==> config.mk <==
export PLATFORM = sky130hd
export DESIGN_NAME = cel_exec_core
export DESIGN_NICKNAME = d
export VERILOG_FILES = /design/src/rtl/cel_pkg.sv /design/src/rtl/cel_alu_if.sv /design/src/rtl/cel_alu.sv /design/src/rtl/cel_exec_core.sv
export SDC_FILE = /design/constraint.sdc
export NUM_CORES = 2
export LEC_CHECK = 0
export ABC_CLOCK_PERIOD_IN_PS = 14200
export BUFFER_PORTS_ARGS = -buffer_cell sky130_fd_sc_hd__buf_2
export CAP_MARGIN = 20
export CORE_ASPECT_RATIO = 1.4
export CORE_MARGIN = 3
export CORE_UTILIZATION = 60
export CTS_CLUSTER_SIZE = 30
export DETAILED_ROUTE_END_ITERATION = 10
export PLACE_DENSITY = 0.77
export SYNTH_ARGS = -nofsm -noshare
export SYNTH_HDL_FRONTEND = slang
export SYNTH_SLANG_ARGS = --single-unit
==> constraint.sdc <==
create_clock -name clk_sys_i -period 14.2 [get_ports clk_sys_i]
set_input_delay 1.42 -clock clk_sys_i [delete_from_list [all_inputs] [get_ports clk_sys_i]]
set_output_delay 1.42 -clock clk_sys_i [all_outputs]
set_load 0.05 [all_outputs]
==> src/rtl/cel_pkg.sv <==
package cel_pkg;
   localparam int DATA_W = 32;
   localparam int ADDR_W = 5;
   localparam int CMD_W  = 23;

   // Register port word indices
   localparam logic [4:0] REG_ACC    = 5'h00, REG_CNT   = 5'h01, REG_DEXT  = 5'h02;
   localparam logic [4:0] REG_BASE   = 5'h03, REG_STK   = 5'h04, REG_FRM   = 5'h05;
   localparam logic [4:0] REG_SRCI   = 5'h06, REG_DSTI  = 5'h07, REG_ESEG  = 5'h08;
   localparam logic [4:0] REG_CSEG   = 5'h09, REG_SSEG  = 5'h0a, REG_DSEG  = 5'h0b;
   localparam logic [4:0] REG_IPTR   = 5'h0c, REG_FLAGS = 5'h0d, REG_CMD   = 5'h0e;
   localparam logic [4:0] REG_IMM    = 5'h0f, REG_EA    = 5'h10, REG_STATUS = 5'h11;

   localparam logic [1:0] SEG_ES = 2'h0, SEG_CS = 2'h1, SEG_SS = 2'h2, SEG_DS = 2'h3;

   // Flag bit positions and the bits that exist
   localparam int FL_CF = 0, FL_PF = 2, FL_AF = 4, FL_ZF = 6, FL_SF = 7, FL_DF = 10, FL_OF = 11;
   localparam logic [15:0] FLAGS_DEF_MASK = 16'h0fd5;

   // Command word field positions
   localparam int CF_OP = 0, CF_WIDE = 5, CF_DKIND = 6, CF_DIDX = 8, CF_SKIND = 11;
   localparam int CF_SIDX = 13, CF_OVR = 16, CF_OSEG = 17, CF_REP = 19, CF_LEN = 20;

   localparam logic [15:0] RST_WORD     = 16'h0000;
   localparam logic [15:0] RST_FLAGS    = 16'h0000;
   localparam logic [15:0] STK_STEP     = 16'h0002;
   localparam logic [15:0] STEP_WORD    = 16'h0002;
   localparam logic [15:0] STEP_BYTE    = 16'h0001;
   localparam logic [2:0]  POP_ALL_LAST = 3'h7;
   localparam logic [2:0]  POP_ALL_SKIP = 3'h4;
   localparam logic [7:0]  ONES_B       = 8'hff;
   localparam logic [15:0] ONES_W       = 16'hffff;
   localparam logic [7:0]  NEG_MIN_B    = 8'h80;
   localparam logic [15:0] NEG_MIN_W    = 16'h8000;

   typedef enum logic [4:0] {
      OP_LOOP_NZ, OP_COPY, OP_STR_COPY, OP_UMUL, OP_TWOS_CPL, OP_IDLE, OP_INVERT,
      OP_UNION, OP_PORT_IMM, OP_PORT_DEXT, OP_STR_PORT, OP_REMOVE, OP_RESTORE_ALL,
      OP_RESTORE_FLAGS, OP_STORE
   } cel_op_t;

   typedef enum logic [1:0] {K_REG, K_SEG, K_MEM, K_IMM} cel_kind_t;
endpackage : cel_pkg

==> src/rtl/cel_alu_if.sv <==
`timescale 1ns/100ps
`default_nettype none
interface cel_alu_if;
   import cel_pkg::*;
   cel_op_t     op;
   logic        wide;
   logic [15:0] a;
   logic [15:0] b;
   logic [15:0] flags_in;
   logic [15:0] res;
   logic [15:0] res_hi;
   logic [15:0] flags_out;
   modport core (output op, wide, a, b, flags_in, input res, res_hi, flags_out);
   modport alu  (input op, wide, a, b, flags_in, output res, res_hi, flags_out);
endinterface : cel_alu_if
`default_nettype wire

==> src/rtl/cel_alu.sv <==
`timescale 1ns/100ps
`default_nettype none
module cel_alu (
   cel_alu_if.alu p
);
   import cel_pkg::*;

   logic [16:0] neg_w;
   logic [8:0]  neg_b;
   logic [31:0] prod;

   always_comb begin
      p.res       = p.b;
      p.res_hi    = 16'h0000;
      p.flags_out = p.flags_in;
      neg_w       = 17'h00000;
      neg_b       = 9'h000;
      prod        = 32'h00000000;
      unique case (p.op)
         OP_TWOS_CPL: begin
            neg_w = {1'b0, ONES_W - p.a} + 17'h00001; // RL7
            neg_b = {1'b0, ONES_B - p.a[7:0]} + 9'h001; // RL7
            p.res = p.wide ? neg_w[15:0] : {8'h00, neg_b[7:0]};
            p.flags_out[FL_CF] = p.wide ? (p.a != 16'h0000) : (p.a[7:0] != 8'h00); // RL7
            p.flags_out[FL_AF] = (p.a[3:0] != 4'h0); // RL7
            // Most negative value maps onto itself, so the only sign of it is overflow
            p.flags_out[FL_OF] = p.wide ? (p.a == NEG_MIN_W) : (p.a[7:0] == NEG_MIN_B); // RL8
         end
         OP_INVERT: begin
            p.res = p.wide ? ONES_W - p.a : {8'h00, ONES_B - p.a[7:0]}; // RL10
         end
         OP_UNION: begin
            p.res = p.wide ? (p.a | p.b) : {8'h00, p.a[7:0] | p.b[7:0]}; // RL11
            p.flags_out[FL_CF] = 1'b0; // RL11
            p.flags_out[FL_OF] = 1'b0; // RL11
         end
         OP_UMUL: begin
            prod = p.wide ? {16'h0000, p.a} * {16'h0000, p.b} // RL5
                          : {16'h0000, {8'h00, p.a[7:0]} * {8'h00, p.b[7:0]}}; // RL4
            p.res    = prod[15:0];
            p.res_hi = prod[31:16];
            p.flags_out[FL_CF] = p.wide ? (prod[31:16] != 16'h0000) : (prod[15:8] != 8'h00); // RL6
            p.flags_out[FL_OF] = p.flags_out[FL_CF]; // RL6
         end
         default: begin
         end
      endcase
      if (p.op == OP_TWOS_CPL || p.op == OP_UNION) begin
         p.flags_out[FL_PF] = ~^p.res[7:0]; // RL11
         p.flags_out[FL_SF] = p.wide ? p.res[15] : p.res[7]; // RL11
         p.flags_out[FL_ZF] = p.wide ? (p.res == 16'h0000) : (p.res[7:0] == 8'h00); // RL11
      end
   end
endmodule : cel_alu
`default_nettype wire

==> src/rtl/cel_exec_core.sv <==
// Notes on behaviour
// RL1: loop: count minus one, branch if nonzero, zero clear
// RL2: copy moves byte or word, flags untouched
// RL3: string copy moves element, advances both indexes
// RL4: byte multiply: low accumulator times source, accumulator
// RL5: word multiply: high in data extension, low accumulator
// RL6: multiply sets carry, overflow when upper half nonzero
// RL7: negate as all-ones minus operand plus one
// RL8: most negative stays, overflow set; zero stays
// RL9: idle only advances instruction pointer
// RL10: invert is all-ones minus operand, flags kept
// RL11: union: OR, clear carry, overflow, update rest
// RL12: port write from accumulator, immediate or extension port
// RL13: string port write reads source index, segment overridable
// RL14: string port source index steps by direction flag
// RL15: remove loads word, stack plus two, never code segment
// RL16: restore all pops eight words, one discarded
// RL17: restore flags loads defined bits, stack plus two
// RL18: store: stack minus two, then write word
// RL19: listed instructions never change any flag
// RL20: stack words: low byte first, high byte next
`timescale 1ns/100ps
`default_nettype none
module cel_exec_core (
   input  wire logic                       clk_sys_i,
   input  wire logic                       rst_n_i,
   input  wire logic [cel_pkg::ADDR_W-1:0] reg_addr_i,
   input  wire logic [cel_pkg::DATA_W-1:0] reg_wdata_i,
   input  wire logic                       reg_wr_i,
   input  wire logic                       reg_rd_i,
   output var  logic [cel_pkg::DATA_W-1:0] reg_rdata_o,
   output var  logic                       mem_req_o,
   output var  logic                       mem_we_o,
   output var  logic                       mem_io_o,
   output var  logic [19:0]                mem_addr_o,
   output var  logic [7:0]                 mem_wdata_o,
   input  wire logic                       mem_ack_i,
   input  wire logic [7:0]                 mem_rdata_i,
   output var  logic                       busy_o
);
   import cel_pkg::*;

   typedef enum logic [2:0] {S_IDLE, S_DECODE, S_READ, S_EXEC, S_WRITE} cel_state_t;

   cel_state_t       state_r;
   cel_state_t       state_nxt;
   logic [15:0]      gp_r [0:7];
   logic [15:0]      sg_r [0:3];
   logic [15:0]      ip_r;
   logic [15:0]      flags_r;
   logic [15:0]      imm_r;
   logic [15:0]      ea_r;
   logic [15:0]      mem_data_r;
   logic [15:0]      wr_data_r;
   logic [CMD_W-1:0] cmd_r;
   logic             illegal_r;
   logic             byte_r;
   logic [2:0]       pop_cnt_r;

   cel_op_t          op;
   cel_kind_t        dkind;
   cel_kind_t        skind;
   logic             wide;
   logic             ovr;
   logic             iteration_prefix;
   logic [2:0]       didx;
   logic [2:0]       sidx;
   logic [1:0]       oseg;
   logic [2:0]       len;
   logic             cmd_wr;
   logic             sw_wr;
   logic             is_str;
   logic             is_stack;
   logic             port_op;
   logic             acc_wide;
   logic             need_read;
   logic             need_write;
   logic             illegal_cmd;
   logic             rep_skip;
   logic             rep_again;
   logic             exec_more;
   logic             ack_now;
   logic             byte_last;
   logic             elem_done;
   logic             op_done;
   logic             loop_take;
   logic             dst_we;
   logic [15:0]      dst_wdata;
   logic [15:0]      cnt_dec;
   logic [15:0]      step;
   logic [15:0]      delta;
   logic [15:0]      acc_val;
   logic [15:0]      src_val;
   logic [15:0]      dst_val;
   logic [15:0]      seg_base;
   logic [15:0]      offs;
   logic [19:0]      phys;
   logic [2:0]       pop_idx;
   cel_alu_if        alu_bus ();

   assign op    = cel_op_t'(cmd_r[CF_OP +: 5]);
   assign wide  = cmd_r[CF_WIDE];
   assign dkind = cel_kind_t'(cmd_r[CF_DKIND +: 2]);
   assign didx  = cmd_r[CF_DIDX +: 3];
   assign skind = cel_kind_t'(cmd_r[CF_SKIND +: 2]);
   assign sidx  = cmd_r[CF_SIDX +: 3];
   assign ovr   = cmd_r[CF_OVR];
   assign oseg  = cmd_r[CF_OSEG +: 2];
   assign iteration_prefix   = cmd_r[CF_REP];
   assign len   = cmd_r[CF_LEN +: 3];

   assign cmd_wr   = reg_wr_i & (reg_addr_i == REG_CMD) & (state_r == S_IDLE);
   // Architectural state is frozen to software while an instruction runs
   assign sw_wr    = reg_wr_i & (state_r == S_IDLE);
   assign is_str   = (op == OP_STR_COPY) | (op == OP_STR_PORT);
   assign is_stack = op inside {OP_REMOVE, OP_RESTORE_ALL, OP_RESTORE_FLAGS, OP_STORE};
   assign port_op  = op inside {OP_PORT_IMM, OP_PORT_DEXT, OP_STR_PORT};
   assign acc_wide = wide | is_stack;

   assign need_read = is_str | (is_stack & (op != OP_STORE))
                    | ((op inside {OP_COPY, OP_UMUL, OP_STORE, OP_UNION}) & (skind == K_MEM))
                    | ((op inside {OP_TWOS_CPL, OP_INVERT, OP_UNION}) & (dkind == K_MEM));
   assign need_write = is_str | (op inside {OP_PORT_IMM, OP_PORT_DEXT, OP_STORE})
                     | ((op inside {OP_COPY, OP_TWOS_CPL, OP_INVERT, OP_UNION, OP_REMOVE})
                        & (dkind == K_MEM));
   // Only one memory operand buffer, so memory-to-memory forms are refused
   assign illegal_cmd = (cmd_r[CF_OP +: 5] > OP_STORE)
                      | ((op == OP_REMOVE) & (dkind == K_SEG) & (didx[1:0] == SEG_CS)) // RL15
                      | ((skind == K_MEM) & (dkind == K_MEM));

   assign cnt_dec   = gp_r[REG_CNT[2:0]] - 16'h0001;
   assign rep_skip  = iteration_prefix & is_str & (gp_r[REG_CNT[2:0]] == 16'h0000);
   assign rep_again = iteration_prefix & is_str & (cnt_dec != 16'h0000);
   assign pop_idx   = POP_ALL_LAST - pop_cnt_r;
   assign exec_more = (op == OP_RESTORE_ALL) & (pop_cnt_r != POP_ALL_LAST); // RL16
   assign ack_now   = mem_req_o & mem_ack_i;
   assign byte_last = byte_r | ~acc_wide;
   assign elem_done = (state_r == S_WRITE) & ack_now & byte_last & is_str;
   assign op_done   = ((state_r == S_DECODE) & rep_skip & ~illegal_cmd)
                    | ((state_r == S_EXEC) & ~need_write & ~exec_more)
                    | ((state_r == S_WRITE) & ack_now & byte_last & ~rep_again);
   assign loop_take = (op == OP_LOOP_NZ) & (cnt_dec != 16'h0000) & ~flags_r[FL_ZF]; // RL1
   assign step      = acc_wide ? STEP_WORD : STEP_BYTE;
   assign delta     = flags_r[FL_DF] ? 16'h0000 - step : step; // RL14
   assign acc_val   = wide ? gp_r[REG_ACC[2:0]] : {8'h00, gp_r[REG_ACC[2:0]][7:0]}; // RL12
   assign dst_we    = (state_r == S_EXEC)
                    & (op inside {OP_COPY, OP_TWOS_CPL, OP_INVERT, OP_UNION, OP_REMOVE});
   assign dst_wdata = (op == OP_REMOVE) ? mem_data_r : alu_bus.res;

   function automatic logic [15:0] gp_rd(input logic [2:0] idx, input logic w);
      if (w) begin
         return gp_r[idx];
      end else if (idx[2]) begin
         return {8'h00, gp_r[{1'b0, idx[1:0]}][15:8]};
      end else begin
         return {8'h00, gp_r[{1'b0, idx[1:0]}][7:0]};
      end
   endfunction : gp_rd

   always_comb begin
      unique case (skind)
         K_REG:   src_val = gp_rd(sidx, acc_wide);
         K_SEG:   src_val = sg_r[sidx[1:0]];
         K_MEM:   src_val = mem_data_r;
         K_IMM:   src_val = imm_r;
      endcase
      unique case (dkind)
         K_REG:   dst_val = gp_rd(didx, acc_wide);
         K_SEG:   dst_val = sg_r[didx[1:0]];
         K_MEM:   dst_val = mem_data_r;
         K_IMM:   dst_val = 16'h0000;
      endcase
   end

   assign alu_bus.op       = op;
   assign alu_bus.wide     = wide;
   assign alu_bus.a        = (op == OP_UMUL) ? gp_r[REG_ACC[2:0]] : dst_val; // RL4
   assign alu_bus.b        = src_val;
   assign alu_bus.flags_in = flags_r;

   cel_alu u_alu (
      .p (alu_bus)
   );

   always_comb begin
      seg_base = sg_r[ovr ? oseg : SEG_DS];
      offs     = ea_r;
      if (state_r == S_READ) begin
         if (is_str) begin
            offs = gp_r[REG_SRCI[2:0]]; // RL13
         end else if (is_stack) begin
            seg_base = sg_r[SEG_SS];
            offs     = gp_r[REG_STK[2:0]];
         end
      end else begin
         if (op == OP_STR_COPY) begin
            seg_base = sg_r[SEG_ES]; // RL3
            offs     = gp_r[REG_DSTI[2:0]];
         end else if (op == OP_STORE) begin
            seg_base = sg_r[SEG_SS];
            offs     = gp_r[REG_STK[2:0]];
         end else if (op == OP_PORT_IMM) begin
            offs = {8'h00, imm_r[7:0]}; // RL12
         end else if (port_op) begin
            offs = gp_r[REG_DEXT[2:0]]; // RL12
         end
      end
      offs = offs + {15'h0000, byte_r}; // RL20
      phys = {seg_base, 4'h0} + {4'h0, offs};
   end

   always_comb begin
      state_nxt = state_r;
      unique case (state_r)
         S_IDLE:   if (cmd_wr) state_nxt = S_DECODE;
         S_DECODE: begin
            if (illegal_cmd | rep_skip) state_nxt = S_IDLE;
            else if (need_read)         state_nxt = S_READ;
            else                        state_nxt = S_EXEC;
         end
         S_READ:   if (ack_now & byte_last) state_nxt = S_EXEC;
         S_EXEC: begin
            if (need_write)     state_nxt = S_WRITE;
            else if (exec_more) state_nxt = S_READ; // RL16
            else                state_nxt = S_IDLE;
         end
         S_WRITE:  if (ack_now & byte_last) state_nxt = rep_again ? S_READ : S_IDLE;
      endcase
   end

   always_ff @(posedge clk_sys_i) begin
      if (!rst_n_i) begin
         state_r <= S_IDLE;
         busy_o  <= 1'b0;
      end else begin
         state_r <= state_nxt;
         busy_o  <= (state_nxt != S_IDLE);
      end
   end

   always_ff @(posedge clk_sys_i) begin
      if (!rst_n_i) begin
         byte_r    <= 1'b0;
         pop_cnt_r <= 3'h0;
      end else begin
         if (ack_now) byte_r <= ~byte_last;
         if (state_r == S_DECODE) pop_cnt_r <= 3'h0;
         else if ((state_r == S_EXEC) & exec_more) pop_cnt_r <= pop_cnt_r + 3'h1;
      end
   end

   // One byte per handshake with an idle cycle between bytes; slower, but
   // every address is formed from settled register values
   always_ff @(posedge clk_sys_i) begin
      if (!rst_n_i) begin
         mem_req_o   <= 1'b0;
         mem_we_o    <= 1'b0;
         mem_io_o    <= 1'b0;
         mem_addr_o  <= 20'h00000;
         mem_wdata_o <= 8'h00;
      end else if (ack_now) begin
         mem_req_o <= 1'b0;
      end else if (!mem_req_o && (state_r == S_READ || state_r == S_WRITE)) begin
         mem_req_o   <= 1'b1;
         mem_we_o    <= (state_r == S_WRITE);
         mem_io_o    <= (state_r == S_WRITE) & port_op; // RL12
         mem_addr_o  <= ((state_r == S_WRITE) & port_op) ? {4'h0, offs} : phys;
         mem_wdata_o <= byte_r ? wr_data_r[15:8] : wr_data_r[7:0]; // RL20
      end
   end

   always_ff @(posedge clk_sys_i) begin
      if (!rst_n_i) begin
         mem_data_r <= RST_WORD;
      end else if ((state_r == S_READ) & ack_now) begin
         if (byte_r) mem_data_r[15:8] <= mem_rdata_i;
         else        mem_data_r       <= {8'h00, mem_rdata_i};
      end
   end

   always_ff @(posedge clk_sys_i) begin
      if (!rst_n_i) begin
         wr_data_r <= RST_WORD;
      end else if (state_r == S_EXEC) begin
         if (port_op & ~is_str)            wr_data_r <= acc_val; // RL12
         else if (is_str | (op == OP_REMOVE)) wr_data_r <= mem_data_r; // RL3
         else                              wr_data_r <= alu_bus.res; // RL18
      end
   end

   always_ff @(posedge clk_sys_i) begin
      if (!rst_n_i) begin
         cmd_r <= '0;
         imm_r <= RST_WORD;
         ea_r  <= RST_WORD;
      end else begin
         if (cmd_wr)                         cmd_r <= reg_wdata_i[CMD_W-1:0];
         if (sw_wr & (reg_addr_i == REG_IMM)) imm_r <= reg_wdata_i[15:0];
         if (sw_wr & (reg_addr_i == REG_EA))  ea_r  <= reg_wdata_i[15:0];
      end
   end

   always_ff @(posedge clk_sys_i) begin
      if (!rst_n_i)                  illegal_r <= 1'b0;
      else if (state_r == S_DECODE)  illegal_r <= illegal_cmd; // RL15
   end

   always_ff @(posedge clk_sys_i) begin
      if (!rst_n_i) begin
         for (int i = 0; i < 8; i++) gp_r[i] <= RST_WORD;
         for (int i = 0; i < 4; i++) sg_r[i] <= RST_WORD;
      end else begin
         if (sw_wr & (reg_addr_i < REG_ESEG)) gp_r[reg_addr_i[2:0]] <= reg_wdata_i[15:0];
         if (sw_wr & (reg_addr_i[4:2] == 3'h2)) sg_r[reg_addr_i[1:0]] <= reg_wdata_i[15:0];
         if (state_r == S_EXEC) begin
            unique case (op)
               OP_LOOP_NZ: gp_r[REG_CNT[2:0]] <= cnt_dec; // RL1
               OP_UMUL: begin
                  gp_r[REG_ACC[2:0]] <= alu_bus.res; // RL4
                  if (wide) gp_r[REG_DEXT[2:0]] <= alu_bus.res_hi; // RL5
               end
               OP_REMOVE, OP_RESTORE_FLAGS: begin
                  gp_r[REG_STK[2:0]] <= gp_r[REG_STK[2:0]] + STK_STEP; // RL15 RL17
               end
               OP_RESTORE_ALL: begin
                  gp_r[REG_STK[2:0]] <= gp_r[REG_STK[2:0]] + STK_STEP; // RL16
                  if (pop_idx != POP_ALL_SKIP) gp_r[pop_idx] <= mem_data_r; // RL16
               end
               OP_STORE: gp_r[REG_STK[2:0]] <= gp_r[REG_STK[2:0]] - STK_STEP; // RL18
               default: begin
               end
            endcase
         end
         // Placed after the stack step so a removed word wins over it
         if (dst_we & (dkind == K_REG)) begin
            if (acc_wide)     gp_r[didx] <= dst_wdata; // RL2
            else if (didx[2]) gp_r[{1'b0, didx[1:0]}][15:8] <= dst_wdata[7:0];
            else              gp_r[{1'b0, didx[1:0]}][7:0] <= dst_wdata[7:0];
         end
         if (dst_we & (dkind == K_SEG)) sg_r[didx[1:0]] <= dst_wdata; // RL2 RL15
         if (elem_done) begin
            gp_r[REG_SRCI[2:0]] <= gp_r[REG_SRCI[2:0]] + delta; // RL3 RL14
            if (op == OP_STR_COPY) gp_r[REG_DSTI[2:0]] <= gp_r[REG_DSTI[2:0]] + delta; // RL3
            if (iteration_prefix) gp_r[REG_CNT[2:0]] <= cnt_dec;
         end
      end
   end

   // Flags change only for the arithmetic, union and restore-flags cases
   always_ff @(posedge clk_sys_i) begin
      if (!rst_n_i) begin
         flags_r <= RST_FLAGS;
      end else if (sw_wr & (reg_addr_i == REG_FLAGS)) begin
         flags_r <= reg_wdata_i[15:0] & FLAGS_DEF_MASK;
      end else if (state_r == S_EXEC) begin
         if (op inside {OP_TWOS_CPL, OP_UNION, OP_UMUL}) flags_r <= alu_bus.flags_out; // RL6 RL19
         else if (op == OP_RESTORE_FLAGS) flags_r <= mem_data_r & FLAGS_DEF_MASK; // RL17
      end
   end

   always_ff @(posedge clk_sys_i) begin
      if (!rst_n_i) begin
         ip_r <= RST_WORD;
      end else if (sw_wr & (reg_addr_i == REG_IPTR)) begin
         ip_r <= reg_wdata_i[15:0];
      end else if (op_done) begin
         ip_r <= ip_r + {13'h0000, len} // RL9
               + (loop_take ? {{8{imm_r[7]}}, imm_r[7:0]} : 16'h0000); // RL1
      end
   end

   always_ff @(posedge clk_sys_i) begin
      if (!rst_n_i) begin
         reg_rdata_o <= '0;
      end else begin
         reg_rdata_o <= '0;
         if (reg_rd_i) begin
            if (reg_addr_i < REG_ESEG) begin
               reg_rdata_o <= {16'h0000, gp_r[reg_addr_i[2:0]]};
            end else if (reg_addr_i < REG_IPTR) begin
               reg_rdata_o <= {16'h0000, sg_r[reg_addr_i[1:0]]};
            end else begin
               unique case (reg_addr_i)
                  REG_IPTR:   reg_rdata_o <= {16'h0000, ip_r};
                  REG_FLAGS:  reg_rdata_o <= {16'h0000, flags_r};
                  REG_CMD:    reg_rdata_o <= {{(DATA_W-CMD_W){1'b0}}, cmd_r};
                  REG_IMM:    reg_rdata_o <= {16'h0000, imm_r};
                  REG_EA:     reg_rdata_o <= {16'h0000, ea_r};
                  REG_STATUS: reg_rdata_o <= {30'h00000000, illegal_r, state_r != S_IDLE};
                  default:    reg_rdata_o <= '0;
               endcase
            end
         end
      end
   end
endmodule : cel_exec_core
`default_nettype wire

# Word level (Yosys, flattened, before mapping)
# Memory sizes are Yosys's and may differ from the RTL's. A register that Yosys moved wholly into a read port is not among the register bits.
# Cells that the tools add are included.
# Widths: inputs -> output; s select.
dict set report totals {
  output_inout_bits 64
  n_memories 2
  wordCells 382
  in_bits 50
  regBits 175
  ram_bits 192
}
# name words word_bits rd rd_ports_with_merged_regs write_ports line
set memory_table {}
lappend memory_table {gp_r 8 16 11 4 8 cel_exec_core.sv:47} ;# logic [15:0] gp_r [0:7];
lappend memory_table {sg_r 4 16 6 2 4 cel_exec_core.sv:48} ;# logic [15:0] sg_r [0:3];
dict set report classes {
  eq_ne 41
  multipliers 2
  reduce_logical 48
  n_lt_le_gt_ge 3
  n_addsub 16
  n_mux 168
  bitwise_logic 79
}
# op n
set ops {}
lappend ops {{$mux 16} 44}
lappend ops {{$pmux 16 s4} 3}
lappend ops {{$pmux 23 s6} 1}
lappend ops {{$reduce_or 16->1} 6}
lappend ops {{$mux 1} 78}
lappend ops {{$eq 5x4->1 const B} 11}
lappend ops {{$add 16x16->16} 3}
lappend ops {{$mux 12} 4}
lappend ops {{$mux 3} 16}
lappend ops {{$reduce_bool 16->1} 3}
lappend ops {{$and 1x1->1} 41}
lappend ops {{$logic_not 16->1} 2}
lappend ops {{$mul 16x16->32} 1}
lappend ops {{$mux 32} 1}
lappend ops {{$mux 8} 4}
lappend ops {{$mux 2} 13}
lappend ops {{$or 1x1->1} 23}
lappend ops {{$reduce_bool 3->1} 7}
lappend ops {{$add 20x16->20} 1}
lappend ops {{$mux 20} 1}
lappend ops {{$add 16x1->16} 1}
lappend ops {{$add 16x1->16 const B} 1}
lappend ops {{$add 16x2->16 const B} 1}
lappend ops {{$add 16x3->16} 1}
lappend ops {{other kinds (49)} 90}

# Longest topological paths before layout
dict set report logic_depth {
  depth_word 16
  depth_mapped 37
  mapped_depth_nobuf 34
}

# Cells and area by module
# Synthesis repeated with hierarchy kept, for this count alone.
dict set report hier_totals {
  cells_unflattened 4557
  area_unflattened_um2 40204.8
}
# module instances seq_area_each_um2 area_per_inst_um2 cells_each
set modules_own_cells {}
lappend modules_own_cells {cel_exec_core 1 9529.1 28079.4 3066}
lappend modules_own_cells {cel_alu 1 0.0 12125.4 1491}

# Least setup slack after synthesis
# OpenSTA, ideal clock, no wires.
dict set report synth_path {
  path_type {register to register}
  start {register (tool-made name)}
  end {register flags_r[11], in the netlist alu_bus.flags_in[11]}
  path_stages_with_launch 33
  required_ns 14.063
  slack_ns 4.934
  t_arrival_ns 9.129
  path_buffers 5
  synth_period_minus_slack_ns 9.266
  setup_time_ns 0.137
  path_cell_list {dfxtp_1 -> buf_2 -> buf_1 -> buf_2 -> buf_2 -> mux4_2 -> a211oi_1 -> a21oi_1 -> mux4_2 -> clkbuf_1 -> nand2_1 -> fa_1 -> fa_1 -> inv_1 -> fa_1 -> inv_1 -> fa_1 -> fa_1 -> fa_1 -> inv_1 -> ha_1 -> and3_1 -> a221o_1 -> a21oi_1 -> o31ai_1 -> a221o_1 -> a2111oi_2 -> a2111oi_0 -> a21oi_1 -> nand3_1 -> or3_1 -> nand2_1 -> a41oi_1}
}
# element line
set synth_lines {}
lappend synth_lines {{to (signal assigned)} cel_exec_core.sv:354} ;# flags_r <= reg_wdata_i[15:0] & FLAGS_DEF_MASK;
lappend synth_lines {{to (signal assigned)} cel_exec_core.sv:356} ;# if (op inside {OP_TWOS_CPL, OP_UNION, OP_UMUL}) flags_r <= alu_bus.flags_out;
lappend synth_lines {{to (signal assigned)} cel_exec_core.sv:357} ;# else if (op == OP_RESTORE_FLAGS) flags_r <= mem_data_r & FLAGS_DEF_MASK;
lappend synth_lines {{to (decl)} cel_exec_core.sv:50} ;# logic [15:0] flags_r;

==> flow_summary.json <==
{
  "hpwl_um": 118700,
  "grt_pass1_wl_um": 234800,
  "numCtsBuffers": 39,
  "synth_edf_count": 192,
  "port_buffers": 95,
  "worstPathRequired_ns": 14.65,
  "grt.busiest_layer": "met2",
  "dr.first_iter.drc_count": 5440,
  "yosys.area.top_type": "edfxtp_1",
  "die_area_sq_um": 68350,
  "period_minus_slack_ns": 11.39,
  "cp_common_cell": "fa_1",
  "tightest_slew_ns": 1.313,
  "async_reset_ff_share_pct": 0,
  "synth.cell_area_sq_um": 39120,
  "drcViolationCount": 0,
  "clk_pin_slew_ns": 0.07,
  "finClkSkew_ns": 0.02919,
  "ctsHoldBuffers": 0,
  "cp.arrival_ns": 11.84,
  "root_buffer": "clkbuf_16",
  "max_freq_ghz": 0.08780,
  "rsz0062_at_grt": "false",
  "globalplace.congestion": 1.092,
  "synthDistinctLibCells": 96,
  "post-cts-setup-buffers": 0,
  "ant_nets": 0,
  "yosysMostFrequentCell": "nand2_1",
  "use_met2_pct": 71.13,
  "outcome": "complete, no violations",
  "cts_resized": 0,
  "use_met1_pct": 52.05,
  "vias_per_cell": 7.119,
  "post_synth.cell_area_avg_sq_um": 8.846,
  "critPathCaptureType": "flop",
  "routed_wl_um": 161400,
  "drive_gt1_share_pct": 11.90,
  "cp_top_family": "compound AO/OA/AOI/OAI gates",
  "final_cell_area_sq_um": 41670,
  "synth_top_area_share_pct": 14.74,
  "seq_area_frac_synth_pct": 24.00,
  "slowest_stage": "dfxtp_2",
  "die_w_um": 221.8,
  "grt_util_met3_pct": 14.66,
  "syn_inst": 4423,
  "slew_viol_final": 0,
  "slowest_delay_ns": 0.98,
  "maxSlewHeadroom_pct": 12.47,
  "yosys_warnings": 0,
  "cp_num_buf_inv": 3,
  "start_kind": "flop",
  "wl_per_cell_um": 30.81,
  "power.density_nw_per_um2": 73.14,
  "start_util_pct": 60.74,
  "clockBufferDepth": 3,
  "drv_cap": 0,
  "period_share_pct": 80.21,
  "grt_usage_pct": 46.51,
  "cts_sinks": 373,
  "grt_max_degree": 82,
  "fin_setup_tns_ns": 0,
  "num_vias": 37300,
  "area_growth_syn_to_layout_pct": 6.502,
  "synthTopCellsByArea": "edfxtp_1 15%, fa_1 12%, mux4_2 9.3%, dfxtp_1 9.3%, ha_1 7.5%",
  "overflow": 0,
  "hold_path_class": "flop to flop",
  "rows": 110,
  "critPathMaxFanout": 25,
  "setup_viol": 0,
  "ir_drop_v": 0.0001139,
  "fp.coreArea_sq_um": 64410,
  "drt_first_pass_iters": 9,
  "antenna_found_initial": 7,
  "synth_flop_cell": "edfxtp_1",
  "crit_type": "flop to flop",
  "ys_ff_latch": 373,
  "worstSkewPairLatency_ns": 0.59,
  "nNetsFinal": 4887,
  "placement.cell_area_sq_um": 40280,
  "htree_levels": 2,
  "grt_pass1_vias": 35810,
  "netlist_top_cells_count": "624 x nand2_1, 347 x nor2_1, 346 x inv_1",
  "hold_viol": 0,
  "fp.dieH_um": 308.1,
  "boundaryPins": 114,
  "cts_tree": "yes",
  "p_leak_nw": 16.55
}
-- metal layers --
layer / routed length (um) / vias to the layer above
li1: - / 15630
met1: 50860 / 17770
met2: 69970 / 2980
met3: 21060 / 917
met4: 19480 / 6
met5: 33 / -
-- path summary, 6_finish.rpt --
kind / cells after the start / slack (ns) / startpoint / to
min: 2 / 0.46 / mem_addr_o[9] / mem_addr_o[9]
min reg2reg: 2 / 0.46 / mem_addr_o[9] / mem_addr_o[9]
max reg2reg: 27 / 2.81 / flop / alu_bus.flags_in[11]
max: 27 / 2.81 / flop / alu_bus.flags_in[11]
-- flip-flops by register name (all words and copies together), names as in the netlist, 9 cells and up, named ones only --
name              cells
gp_r                128
sg_r                 64
cmd_r                23
reg_rdata_o          23
mem_addr_o           20
ea_r                 16
imm_r                16
ip_r                 16
mem_data_r           16
wr_data_r            16
alu_bus.flags_in      9
-- area by class of cell --
| type | count | area (sq um) |
|---|---|---|
| clock buffers | 51 | 1124 |
| fillers | 5543 | 22740 |
| clock inverters | 20 | 172.7 |
| diodes | 3 | 7.507 |
| inverters | 350 | 1316 |
| multi-input cells | 3412 | 27400 |
| flip-flops and latches | 373 | 9398 |
| well taps | 840 | 1051 |
| repair buffers | 190 | 1202 |
-- cell usage in the layout (no fill, tap or decap), types with 89 or more instances in the layout --
master,instances
nand3_1,112
o21ai_0,177
mux4_2,161
ha_1,233
xnor2_1,89
buf_4,95
edfxtp_1,192
fa_1,238
a211oi_1,95
nor2_1,341
buf_2,93
and2_1,99
a21oi_1,273
mux2i_1,116
nand2_1,624
inv_1,346
o22ai_1,95
dfxtp_1,176
-- cells by family after synthesis --
group	synth area share [%]
simple gates	16.78
compound gates	16.90
buf+inv	6.457
fa+ha+maj	19.63
flops	24.00
mux	13.07
xor+xnor	3.156
other cells	0.009585
-- power breakdown --
group,leakage (nW),internal [mW],switching [mW]
registers,3.44,1.17,0.0642
logic,12.5,0.258,0.483
clock network,0.645,0.585,0.486
total,16.6,2.01,1.03
-- worst reg2reg max path: stages, from the launching register on --
cell	delay, ns
dfxtp_2	0.98
buf_4	0.63
mux4_2	0.60
nand3_1	0.12
nand4_1	0.59
a22oi_1	0.84
nor3_1	0.23
fa_1	0.53
inv_1	0.06
fa_1	0.53
inv_1	0.04
ha_1	0.19
fa_1	0.47
fa_1	0.61
fa_1	0.43
ha_1	0.33
a21oi_1	0.23
o21ai_0	0.24
a221oi_1	0.67
o31ai_1	0.34
a221o_1	0.43
a2111oi_2	0.59
a2111oi_0	0.22
a21oi_1	0.31
nand3_1	0.13
or3_1	0.48
nand2_1	0.27
a41oi_1	0.15
-- through the flow --
stage          total power [mW]  hold slack (ns)  util [%]  setup slack [ns]  cells
3_3_place_gp              1.947           0.4377     62.54             3.389   5157
4_1_cts                   3.005           0.4540     64.56             3.180   5228
5_1_grt                   3.123           0.4646     64.68             2.391   5236
3_5_place_dp              1.957           0.4416     62.54             3.244   5157
6_report                  3.048           0.4571     64.69             2.811   5239
2_1_floorplan             1.716           0.4313         -             4.934   4431
(Power assumes the default switching activity.)
